`src/erlo_defines.vh`:
```
// Constants for the E1 receive line option block: register map, fields, resets, timing.
// Assumes a single 25 MHz clock and an AXI4-Lite register bus with 32-bit data.
`ifndef ERLO_DEFINES_VH
`define ERLO_DEFINES_VH
`define ERLO_OFS_LINE_OPT 12'h000
`define ERLO_OFS_MODE_SEL 12'h400
`define ERLO_OFS_CTRL 12'h404
`define ERLO_OFS_STATUS 12'h408
`define ERLO_OFS_FER_COUNT 12'h40c
`define ERLO_RST_LINE_OPT 8'h00
`define ERLO_RST_MODE_SEL 8'h01
`define ERLO_RST_CTRL 8'h00
`define ERLO_BIT_FIFO_BYPASS 7
`define ERLO_BIT_FREEZE 6
`define ERLO_BIT_WORD_MODE 5
`define ERLO_BIT_NFAS_CHECK 4
`define ERLO_BIT_AUTO_RAI 3
`define ERLO_BIT_AUTO_RED 2
`define ERLO_BIT_AUTO_OOF 1
`define ERLO_BIT_AUTO_LATCH 0
`define ERLO_BIT_RAI_FORCE 0
`define ERLO_BIT_RAI_SELECT 1
`define ERLO_BIT_LATCH_REQ 2
`define ERLO_FIFO_DELAY_BITS 24
`define ERLO_SECOND_NS 1000000000
`define ERLO_CLOCK_NS 40
`define ERLO_SECOND_CYCLES (`ERLO_SECOND_NS / `ERLO_CLOCK_NS)
// Last count of the one-second divider, sized to the 25-bit counter so the compare is width-exact
`define ERLO_SECOND_LAST 25'd24999999
`endif

```
`src/erlo_delay_line.v`:
```
// Fixed delay line standing in for the receive jitter attenuation FIFO path.
// Assumes data and strobe arrive on the system clock.
`timescale 1ns/1ps
`include "erlo_defines.vh"
module erlo_delay_line
(
  input wire clk,
  input wire nrst,
  input wire bit_in,
  input wire strobe,
  output wire bit_out
);
  reg [`ERLO_FIFO_DELAY_BITS-1:0] shift_reg;
  // Shift only on line bit strobes so the delay is counted in bits
  always @(posedge clk or negedge nrst)
  begin
    if (!nrst)
      shift_reg <= 24'h000000;
    else if (strobe)
      shift_reg <= {shift_reg[`ERLO_FIFO_DELAY_BITS-2:0], bit_in};
  end
  assign bit_out = shift_reg[`ERLO_FIFO_DELAY_BITS-1];
endmodule // erlo_delay_line

```
`src/erlo_line_options.v`:
```
// E1 receive line options: register bank, error counting, alarm and conditioning control.
// Assumes framer status and line data arrive as pins, synchronised here; AXI4-Lite slave.
//
// Chosen here: the AXI4-Lite slave port.
`timescale 1ns/1ps
`include "erlo_defines.vh"
module erlo_line_options
(
  input wire CLOCK,
  input wire NRST,
  input wire [11:0] S_AXI_AWADDR,
  input wire S_AXI_AWVALID,
  output wire S_AXI_AWREADY,
  input wire [31:0] S_AXI_WDATA,
  input wire [3:0] S_AXI_WSTRB,
  input wire S_AXI_WVALID,
  output wire S_AXI_WREADY,
  output wire [1:0] S_AXI_BRESP,
  output wire S_AXI_BVALID,
  input wire S_AXI_BREADY,
  input wire [11:0] S_AXI_ARADDR,
  input wire S_AXI_ARVALID,
  output wire S_AXI_ARREADY,
  output wire [31:0] S_AXI_RDATA,
  output wire [1:0] S_AXI_RRESP,
  output wire S_AXI_RVALID,
  input wire S_AXI_RREADY,
  input wire RX_BIT_IN,
  input wire RX_BIT_STROBE,
  input wire FAS_BIT_ERR,
  input wire FAS_WORD_END,
  input wire NFAS_BIT2,
  input wire NFAS_BIT2_STROBE,
  input wire RED_ALARM,
  input wire OUT_OF_FRAME,
  input wire AIS_DETECT,
  input wire TRUNK_CODE_BIT,
  output reg RX_SYSTEM_DATA,
  output wire LINE_STANDARD_SELECT,
  output wire FRAME_SEARCH_ENABLE,
  output wire SIGNALING_FREEZE,
  output wire TRUNK_CONDITIONING,
  output wire REMOTE_ALARM_INDICATION,
  output reg COUNTER_LATCH
);
  reg [7:0] line_opt_reg;
  reg [7:0] mode_reg;
  reg [7:0] ctrl_reg;
  reg [15:0] fer_count_reg;
  reg [15:0] fer_count_next;
  reg [15:0] fer_latched_reg;
  reg word_err_reg;
  reg word_pending_reg;
  reg [24:0] second_reg;
  reg aw_full_reg;
  reg w_full_reg;
  reg [11:0] aw_addr_reg;
  reg [31:0] w_data_reg;
  reg [3:0] w_strb_reg;
  reg bvalid_reg;
  reg [1:0] bresp_reg;
  reg rvalid_reg;
  reg [31:0] rdata_reg;
  reg [1:0] rresp_reg;
  reg [31:0] rd_mux;
  reg rd_ok;
  reg host_latch_req;
  wire rx_bit_s;
  wire rx_strobe_s;
  wire fas_err_s;
  wire fas_end_s;
  wire nfas_bit_s;
  wire nfas_strobe_s;
  wire red_s;
  wire oof_s;
  wire ais_s;
  wire trunk_s;
  wire fifo_out;
  wire [9:0] pin_raw;
  wire [9:0] pin_sync;
  wire do_write;
  wire second_tick;
  wire oof_effective;
  wire word_mode;
  wire nfas_check;

  // Every framer and line pin level crosses two flip-flops before use
  assign pin_raw = {RX_BIT_IN, RX_BIT_STROBE, FAS_BIT_ERR, FAS_WORD_END, NFAS_BIT2,
                    NFAS_BIT2_STROBE, RED_ALARM, OUT_OF_FRAME, AIS_DETECT, TRUNK_CODE_BIT};
  genvar gi;
  generate
    for (gi = 0; gi < 10; gi = gi + 1)
    begin : g_sync
      erlo_sync u_sync
      (
        .clk(CLOCK),
        .nrst(NRST),
        .d(pin_raw[gi]),
        .q(pin_sync[gi])
      );
    end
  endgenerate
  assign {rx_bit_s, rx_strobe_s, fas_err_s, fas_end_s, nfas_bit_s,
          nfas_strobe_s, red_s, oof_s, ais_s, trunk_s} = pin_sync;

  // AXI write channels: address and data latched independently, either order
  assign S_AXI_AWREADY = !aw_full_reg && !bvalid_reg;
  assign S_AXI_WREADY = !w_full_reg && !bvalid_reg;
  assign do_write = aw_full_reg && w_full_reg && !bvalid_reg;
  assign S_AXI_BVALID = bvalid_reg;
  assign S_AXI_BRESP = bresp_reg;
  always @(posedge CLOCK or negedge NRST)
  begin
    if (!NRST)
    begin
      aw_full_reg <= 1'b0;
      w_full_reg <= 1'b0;
      aw_addr_reg <= 12'h000;
      w_data_reg <= 32'h00000000;
      w_strb_reg <= 4'h0;
      bvalid_reg <= 1'b0;
      bresp_reg <= 2'h0;
    end
    else
    begin
      if (S_AXI_AWVALID && S_AXI_AWREADY)
      begin
        aw_full_reg <= 1'b1;
        aw_addr_reg <= S_AXI_AWADDR;
      end
      if (S_AXI_WVALID && S_AXI_WREADY)
      begin
        w_full_reg <= 1'b1;
        w_data_reg <= S_AXI_WDATA;
        w_strb_reg <= S_AXI_WSTRB;
      end
      if (do_write)
      begin
        aw_full_reg <= 1'b0;
        w_full_reg <= 1'b0;
        bvalid_reg <= 1'b1;
        case ({aw_addr_reg[11:2], 2'b00})
          `ERLO_OFS_LINE_OPT, `ERLO_OFS_MODE_SEL, `ERLO_OFS_CTRL, `ERLO_OFS_STATUS, `ERLO_OFS_FER_COUNT:
            bresp_reg <= 2'h0;
          default:
            bresp_reg <= 2'h2; // Unmapped address answers SLVERR
        endcase
      end
      else if (bvalid_reg && S_AXI_BREADY)
        bvalid_reg <= 1'b0;
    end
  end

  // Register file; only byte lane 0 carries data
  always @(posedge CLOCK or negedge NRST)
  begin
    if (!NRST)
    begin
      line_opt_reg <= `ERLO_RST_LINE_OPT;
      mode_reg <= `ERLO_RST_MODE_SEL;
      ctrl_reg <= `ERLO_RST_CTRL;
      host_latch_req <= 1'b0;
    end
    else
    begin
      host_latch_req <= 1'b0;
      if (do_write && w_strb_reg[0])
      begin
        case ({aw_addr_reg[11:2], 2'b00})
          `ERLO_OFS_LINE_OPT:
            line_opt_reg <= w_data_reg[7:0];
          `ERLO_OFS_MODE_SEL:
            mode_reg <= {7'h00, w_data_reg[0]}; // Upper bits reserved
          `ERLO_OFS_CTRL:
          begin
            ctrl_reg <= {6'h00, w_data_reg[1:0]};
            host_latch_req <= w_data_reg[`ERLO_BIT_LATCH_REQ]; // Self-clearing request
          end
          default:
            ctrl_reg <= ctrl_reg;
        endcase
      end
    end
  end
  assign LINE_STANDARD_SELECT = mode_reg[0];

  // Read path
  assign S_AXI_ARREADY = !rvalid_reg;
  assign S_AXI_RVALID = rvalid_reg;
  assign S_AXI_RDATA = rdata_reg;
  assign S_AXI_RRESP = rresp_reg;
  always @*
  begin
    rd_ok = 1'b1;
    case ({S_AXI_ARADDR[11:2], 2'b00})
      `ERLO_OFS_LINE_OPT: rd_mux = {24'h000000, line_opt_reg};
      `ERLO_OFS_MODE_SEL: rd_mux = {24'h000000, mode_reg};
      `ERLO_OFS_CTRL: rd_mux = {24'h000000, ctrl_reg};
      `ERLO_OFS_STATUS: rd_mux = {27'h0000000, TRUNK_CONDITIONING, REMOTE_ALARM_INDICATION,
                                  oof_s, red_s, ais_s};
      `ERLO_OFS_FER_COUNT: rd_mux = {16'h0000, fer_latched_reg};
      default:
      begin
        rd_mux = 32'h00000000;
        rd_ok = 1'b0;
      end
    endcase
  end
  always @(posedge CLOCK or negedge NRST)
  begin
    if (!NRST)
    begin
      rvalid_reg <= 1'b0;
      rdata_reg <= 32'h00000000;
      rresp_reg <= 2'h0;
    end
    else if (S_AXI_ARVALID && !rvalid_reg)
    begin
      rvalid_reg <= 1'b1;
      rdata_reg <= rd_mux;
      rresp_reg <= rd_ok ? 2'h0 : 2'h2;
    end
    else if (rvalid_reg && S_AXI_RREADY)
      rvalid_reg <= 1'b0;
  end

  // Jitter FIFO path or its bypass
  erlo_delay_line u_fifo
  (
    .clk(CLOCK),
    .nrst(NRST),
    .bit_in(rx_bit_s),
    .strobe(rx_strobe_s),
    .bit_out(fifo_out)
  );

  // Freeze forces out-of-frame as seen by conditioning
  assign FRAME_SEARCH_ENABLE = !line_opt_reg[`ERLO_BIT_FREEZE];
  assign SIGNALING_FREEZE = line_opt_reg[`ERLO_BIT_FREEZE];
  assign oof_effective = oof_s || line_opt_reg[`ERLO_BIT_FREEZE];
  assign TRUNK_CONDITIONING = (line_opt_reg[`ERLO_BIT_AUTO_RED] && red_s) ||
                              (line_opt_reg[`ERLO_BIT_AUTO_OOF] && oof_effective);

  // System data: trunk code while conditioned, else payload unchanged
  always @(posedge CLOCK or negedge NRST)
  begin
    if (!NRST)
      RX_SYSTEM_DATA <= 1'b0;
    else if (TRUNK_CONDITIONING)
      RX_SYSTEM_DATA <= trunk_s;
    else if (line_opt_reg[`ERLO_BIT_FIFO_BYPASS])
      RX_SYSTEM_DATA <= rx_bit_s; // Skips 24-bit delay
    else
      RX_SYSTEM_DATA <= fifo_out;
  end

  // Remote alarm: select 1 sends on frame loss only, 0 on frame loss or AIS
  assign REMOTE_ALARM_INDICATION = line_opt_reg[`ERLO_BIT_AUTO_RAI] ?
    (oof_s || (!ctrl_reg[`ERLO_BIT_RAI_SELECT] && ais_s)) :
    ctrl_reg[`ERLO_BIT_RAI_FORCE];

  // Framing bit error counting per the two mode bits
  assign word_mode = line_opt_reg[`ERLO_BIT_WORD_MODE];
  assign nfas_check = line_opt_reg[`ERLO_BIT_NFAS_CHECK];
  always @*
  begin
    fer_count_next = fer_count_reg;
    if (fas_err_s && !word_mode)
      fer_count_next = fer_count_next + 16'h0001; // Each bit singly
    if (fas_end_s && word_mode && !nfas_check && (word_err_reg || fas_err_s))
      fer_count_next = fer_count_next + 16'h0001; // One per pattern
    if (nfas_strobe_s && !word_mode && nfas_check && !nfas_bit_s)
      fer_count_next = fer_count_next + 16'h0001; // Zero in NFAS bit two
    if (nfas_strobe_s && word_mode && nfas_check && word_pending_reg && (word_err_reg || !nfas_bit_s))
      fer_count_next = fer_count_next + 16'h0001; // One per 8-bit word
  end
  always @(posedge CLOCK or negedge NRST)
  begin
    if (!NRST)
    begin
      word_err_reg <= 1'b0;
      word_pending_reg <= 1'b0;
      fer_count_reg <= 16'h0000;
    end
    else
    begin
      fer_count_reg <= COUNTER_LATCH ? 16'h0000 : fer_count_next;
      // Error accumulates over a pattern; kept until NFAS bit two in 8-bit mode
      if (fas_end_s)
      begin
        word_err_reg <= (word_mode && nfas_check) ? (word_err_reg || fas_err_s) : 1'b0;
        word_pending_reg <= word_mode && nfas_check;
      end
      else if (nfas_strobe_s && word_pending_reg)
      begin
        word_err_reg <= 1'b0;
        word_pending_reg <= 1'b0;
      end
      else if (fas_err_s)
        word_err_reg <= 1'b1;
    end
  end

  // One-second tick and counter latch; a latch clears the running count
  assign second_tick = (second_reg == `ERLO_SECOND_LAST);
  always @(posedge CLOCK or negedge NRST)
  begin
    if (!NRST)
    begin
      second_reg <= 25'h0000000;
      COUNTER_LATCH <= 1'b0;
      fer_latched_reg <= 16'h0000;
    end
    else
    begin
      second_reg <= second_tick ? 25'h0000000 : second_reg + 25'h0000001;
      COUNTER_LATCH <= (second_tick && line_opt_reg[`ERLO_BIT_AUTO_LATCH]) || host_latch_req;
      if (COUNTER_LATCH)
        fer_latched_reg <= fer_count_next;
    end
  end
endmodule // erlo_line_options

```
`src/erlo_sync.v`:
```
// Two-flop synchroniser for a level arriving from a pin.
// Assumes the destination is the system clock.
`timescale 1ns/1ps
module erlo_sync
(
  input wire clk,
  input wire nrst,
  input wire d,
  output wire q
);
  reg meta_reg;
  reg sync_reg;
  // First stage feeds only the second stage
  always @(posedge clk or negedge nrst)
  begin
    if (!nrst)
    begin
      meta_reg <= 1'b0;
      sync_reg <= 1'b0;
    end
    else
    begin
      meta_reg <= d;
      sync_reg <= meta_reg;
    end
  end
  assign q = sync_reg;
endmodule // erlo_sync

```
`config.mk`:
```
export PLATFORM = sky130hd
export DESIGN_NAME = erlo_line_options
export DESIGN_NICKNAME = d
export VERILOG_FILES = /design/src/erlo_delay_line.v /design/src/erlo_line_options.v /design/src/erlo_sync.v
export VERILOG_INCLUDE_DIRS = /design/src
export SDC_FILE = /design/constraint.sdc
export NUM_CORES = 1
export LEC_CHECK = 0
export BUFFER_PORTS_ARGS = -buffer_cell sky130_fd_sc_hd__buf_4
export CAP_MARGIN = 20
export CORE_ASPECT_RATIO = 2
export CORE_MARGIN = 8
export CORE_UTILIZATION = 45
export DETAILED_ROUTE_END_ITERATION = 8
export PLACE_DENSITY = 0.65
export SLEW_MARGIN = 20
export SYNTH_ARGS = -nofsm -noshare
export SYNTH_HDL_FRONTEND = slang
export SYNTH_SLANG_ARGS = --single-unit
```
`constraint.sdc`:
```
create_clock -name CLOCK -period 11.52 [get_ports CLOCK]
set_input_delay 1.728 -clock CLOCK [delete_from_list [all_inputs] [get_ports CLOCK]]
set_output_delay 1.728 -clock CLOCK [all_outputs]
set_load 0.05 [all_outputs]
```
# Yosys cells after proc, flatten, opt, wreduce, memory -nomap -nowiden
# Index checks and enable logic that the tools add are counted.
dict set report op_classes {
  n_eq_ne 9
  reduce_logical 55
  mux 29
  add_sub_neg 5
}
# cell count
set op_table {}
lappend op_table {{10-bit by 9-bit == test with 1-bit output (second input constant)} 8}
lappend op_table {{16-bit 2-to-1 mux} 5}
lappend op_table {{16-bit one-hot mux with 5 select lines} 1}
lappend op_table {{16-bit by 1-bit adder with 16-bit output (second input constant)} 4}
lappend op_table {{1-bit logical AND} 27}
lappend op_table {{25-bit by 1-bit adder with 25-bit output (second input constant)} 1}
lappend op_table {{25-bit == test (second input constant)} 1}
lappend op_table {{25-bit 2-to-1 mux} 1}
lappend op_table {{10-bit logical NOT} 2}
lappend op_table {{1-bit 2-to-1 mux} 20}
lappend op_table {{2-bit nonzero test} 5}
lappend op_table {{5-bit OR reduction} 2}
lappend op_table {{1-bit logical NOT} 9}
lappend op_table {{1-bit logical OR} 6}
lappend op_table {{2-bit AND reduction} 3}
lappend op_table {{2-bit 2-to-1 mux} 2}
lappend op_table {{3-bit nonzero test} 1}
dict set report word_totals {
  input_bits 77
  out_inout_bits 48
  elab_cells 140
  regBits 178
}

# Depth between registers and ports, before layout
dict set report logic_depth {
  depth_word 10
  mapped_depth 17
  ltp_nobuf 16
}

# Hierarchy
# From an unflattened synthesis, not the netlist that was laid out.
dict set report hier_totals {
  hier_cells 756
  area_unflattened_um2 8257.9
}
# mod area_per_inst_um2 seq_area_each_um2 n_inst cells_each
set modules_own_cells {}
lappend modules_own_cells {erlo_line_options 6760.2 2854.0 1 685}
lappend modules_own_cells {erlo_delay_line 997.2 600.6 1 51}
lappend modules_own_cells {erlo_sync 50.0 50.0 10 2}

# Least setup slack after synthesis
# No wires, ideal clock.
dict set report synth_path {
  path_type {register to register}
  start {register line_opt_reg[5]}
  end {register fer_latched_reg[15]}
  required_time_ns 11.438
  period_less_slack_ns 3.661
  t_arrival_ns 3.579
  setup_time_ns 0.082
  stages_incl_launch_ff 15
  setup_slack_ns 7.859
  n_path_buf 1
  path_cell_list {dfrtp_1 nand2b_1 buf_6 xnor2_1 ha_1 o211ai_1 or4b_1 a311oi_1 or3_1 nand4_2 a21oi_2 nand2_1 xor2_1 or4b_1 a31oi_1}
}
dict set report synth_via {
  elab_chain_len 9
  word_cells_on_any_way 19
  cone_classes {add/sub (3); mux (4); reduce/logical (12)}
}
# item line
set synth_rtl {}
lappend synth_rtl {{start, declared} erlo_line_options.v:46} ;# reg [7:0] line_opt_reg;
lappend synth_rtl {{start signal, assigned} erlo_line_options.v:159} ;# line_opt_reg <= `ERLO_RST_LINE_OPT;
lappend synth_rtl {{start signal, assigned} erlo_line_options.v:171} ;# line_opt_reg <= w_data_reg[7:0];
lappend synth_rtl {{1-bit logical NOT} {erlo_line_options.v:268, erlo_line_options.v:272}}
lappend synth_rtl {{1-bit logical AND} erlo_line_options.v:268} ;# if (fas_err_s && !word_mode)
lappend synth_rtl {{16-bit 2-to-1 mux} erlo_line_options.v:268}
lappend synth_rtl {{16-bit by 1-bit adder with 16-bit output} erlo_line_options.v:271} ;# fer_count_next = fer_count_next + 16'h0001;
lappend synth_rtl {{16-bit 2-to-1 mux} erlo_line_options.v:270} ;# if (fas_end_s && word_mode && !nfas_check && (word_err_reg || fas_err_s))
lappend synth_rtl {{16-bit by 1-bit adder with 16-bit output} erlo_line_options.v:273} ;# fer_count_next = fer_count_next + 16'h0001;
lappend synth_rtl {{16-bit 2-to-1 mux} erlo_line_options.v:272} ;# if (nfas_strobe_s && !word_mode && nfas_check && !nfas_bit_s)
lappend synth_rtl {{16-bit by 1-bit adder with 16-bit output} erlo_line_options.v:275} ;# fer_count_next = fer_count_next + 16'h0001;
lappend synth_rtl {{16-bit 2-to-1 mux (*)} erlo_line_options.v:274} ;# if (nfas_strobe_s && word_mode && nfas_check && word_pending_reg && (word_err_reg || !nfas_bit_s))
lappend synth_rtl {{end signal, assigned} erlo_line_options.v:319} ;# fer_latched_reg <= fer_count_next;
lappend synth_rtl {{end, declared} erlo_line_options.v:51} ;# reg [15:0] fer_latched_reg;
# Mark *: on every way between the ends. The rest lies on a longest branch, timed or not.
# A chain may end at the register's enable or synchronous reset.

# Final worst setup path
# Same ends and word-level chain as after synthesis.

==> impl_metrics.toml <==
[sta]
timing_hold_violations_final = 0
worst_slew_pin_slew_ns = 0.9588
whs_ns = 0.3477
min_period_ns = 4.781
skew_ns = 0.008871
fin_ws_ns = 6.739
rsz0062_at_grt = "no"
fmax_mhz = 209.2
period_share_pct = 41.50
final.setup.tns_ns = 0
slew_headroom_pct = 36.08
drv_slew = 0
setup_viol = 0

[power_and_ir_drop]
p_leak_nw = 4.135
p_per_area_mw_per_mm2 = 178.2
p_int_mw = 1.141
p_switching_mw = 0.5372
ir_worst_vdd_mv = 0.1362
combPwrFrac_pct = 23.0
seqPwrFrac_pct = 43.6
clockPowerShare_pct = 33.4
p_sw_share_pct = 32.00

[hold_path]
min_to = "g_sync[3].u_sync.q"
hold_class = "flop to flop"
holdPathStages = 0
hold_path.startpoint = "g_sync[3].u_sync.meta_reg"

[setup_path]
setup.worst_path.start = "line_opt_reg[5]"
r2r-end = "fer_latched_reg[15]"
cp_max_fo = 13
r2r_cells = 13
r2r_slack_ns = 6.74
crit_required_ns = 11.86
cp.arrival_ns = 5.12
worstSetupPathType = "flop to flop"
reg2reg_from = "line_opt_reg[5]"
start_kind = "flop"
endpoint_kind = "flop"

[route]
drt-total-wl_um = 19230
drc = 0
first_pass_iters = 5
drt_iter0_drc = 280
wire_per_inst_um = 17.89
via_per_inst = 5.509
antenna_left = 0
dr_total_vias = 5922

[clocking]
cts_root_buf = "clkbuf_16"
clkSinkCount = 158
cts_buffers = 17
cts_setup_buffers = 0
cts_hold_buf = 0
cts_resized = 0
htreeDepth = 4
insertion_delay_ns = 0.42
cts_buffer_depth = 2
cts_tree = "built"
clk_pin_slew_ns = 0.06

[synthesis]
synth_ff_type = "dfrtp_1"
netlist_area_mm2 = 0.008153
ys_ff_latch = 158
synthCells = 779
synth_edf_count = 0
synth_warnings = 0
synth-async-reset-ratio_pct = 100.0
ys_types = 90
avgSynthCellArea_um2 = 10.47
seq_area_frac_synth_pct = 48.51

[global_routing]
antenna_found_initial = 0
grt_use_total_pct = 17.28
grt_pass1_vias = 6217
grt_pass1_wl_um = 31730
overflow = 0
grt_max_degree = 110

[placement]
dp_slack_ns = 6.841
port_buffers = 75
dp_hpwl_um = 14580
place.gp.congestion = 0.9431

[die]
core_area_mm2 = 0.01778
die_x_um = 111.2
dieArea_mm2 = 0.02294
die_y_um = 206.4
initial_utilization_pct = 45.84
rows = 69
ios = 125

[layout]
area_growth_pct = 15.53
nFillCells = 1649
drive_above_1_share_pct = 23.78
n_antenna_cell = 0
largest_register_ffs = 25
finalNetCount = 931
mostFrequentLayoutCells = "157 x dfrtp_1, 85 x nand2_1, 80 x buf_4"
mostFrequentLayoutCell = "dfrtp_1"

[run_status]
status = "finished clean"

[flow_run]
maxCapViolCount = 0
-- layout make-up --
| class | instances | area, um^2 | share of cell area, % |
|---|---|---|---|
| clock buffers | 19 | 442.9 | 4.702 |
| clock inverters | 13 | 153.9 | 1.634 |
| inverters | 13 | 48.80 | 0.5181 |
| multi-input cells | 578 | 3940 | 41.83 |
| flip-flops and latches | 158 | 3955 | 41.99 |
| well taps | 213 | 266.5 | 2.829 |
| repair buffers | 81 | 611.8 | 6.496 |
-- worst max path at each step --
| stage | cells after the start | to |
|---|---|---|
| after floorplan | 14 | fer_latched_reg[15] |
| after global placement | 13 | fer_latched_reg[15] |
| after detailed placement | 13 | fer_latched_reg[15] |
| after CTS | 13 | fer_latched_reg[15] |
| after global routing | 13 | fer_latched_reg[15] |
| final | 13 | fer_latched_reg[15] |
-- power groups by stage --
stage	sequential, mW	combinational (mW)	clock, mW
floorplan	0.716	0.303	0
global placement	0.738	0.380	0
detailed placement	0.740	0.387	0
CTS	0.730	0.389	0.579
global route	0.744	0.425	0.601
finish	0.731	0.386	0.561
-- stage by stage --
step / utilization (%) / std cells / instance area, um^2 / total power, mW
after floorplan: - / 796 / 8217 / 1.019
after global placement: 49.61 / 1043 / 8822 / 1.118
after detailed placement: 49.61 / 1043 / 8822 / 1.127
after CTS: 52.96 / 1075 / 9419 / 1.699
after global routing: 52.96 / 1075 / 9419 / 1.770
final: 52.96 / 1075 / 9419 / 1.679
-- Yosys cell counts, drive strengths merged (15+ instances only) --
| master | n | area share (%) |
|---|---|---|
| nand4 | 15 | 1.2 |
| xnor2 | 36 | 4.1 |
| a21oi | 20 | 1.3 |
| nor3 | 20 | 1.3 |
| dfrtp | 157 | 48 |
| clkbuf | 21 | 0.97 |
| nor2 | 69 | 3.2 |
| nand2 | 88 | 4.2 |
| mux2 | 59 | 8.2 |
| xor2 | 31 | 3.4 |
| nand3 | 29 | 1.8 |
| o21ai | 36 | 2.3 |
| buf | 26 | 2.4 |
-- layer usage --
| layer | vias to the layer above | wire (um) | GRT usage, % |
|---|---|---|---|
| met5 | - | 0 | 0 |
| met4 | 0 | 635 | 9.631 |
| met3 | 35 | 467 | 2.848 |
| met2 | 130 | 10790 | 32.79 |
| met1 | 2885 | 7333 | 17.36 |
| li1 | 2872 | - | - |
-- critical path: stages (launching register included) --
cell and delay, ns:
dfrtp_1 0.52, nand2b_1 0.46, xnor2_1 0.41, ha_1 0.36
o211ai_1 0.18, or4b_1 0.57, a31o_1 0.29, o21ai_1 0.28
o2111ai_1 0.26, xnor2_1 0.26, a21oi_1 0.13, nor4b_1 0.30
or4b_1 0.50, a31oi_1 0.18
-- cells by family (layout without fill, tap and decap cells) --
kind of cell / Yosys count / count (layout) / share of synthesized area, %
simple gates: 297 / 297 / 19.23
flops: 158 / 158 / 48.51
compound gates: 128 / 128 / 11.10
xor+xnor: 68 / 68 / 7.842
mux: 62 / 62 / 8.564
buf+inv: 60 / 126 / 3.944
fa+ha+maj: 5 / 5 / 0.7673
other cells: 1 / 18 / 0.04600
(Power assumes the default switching activity.)
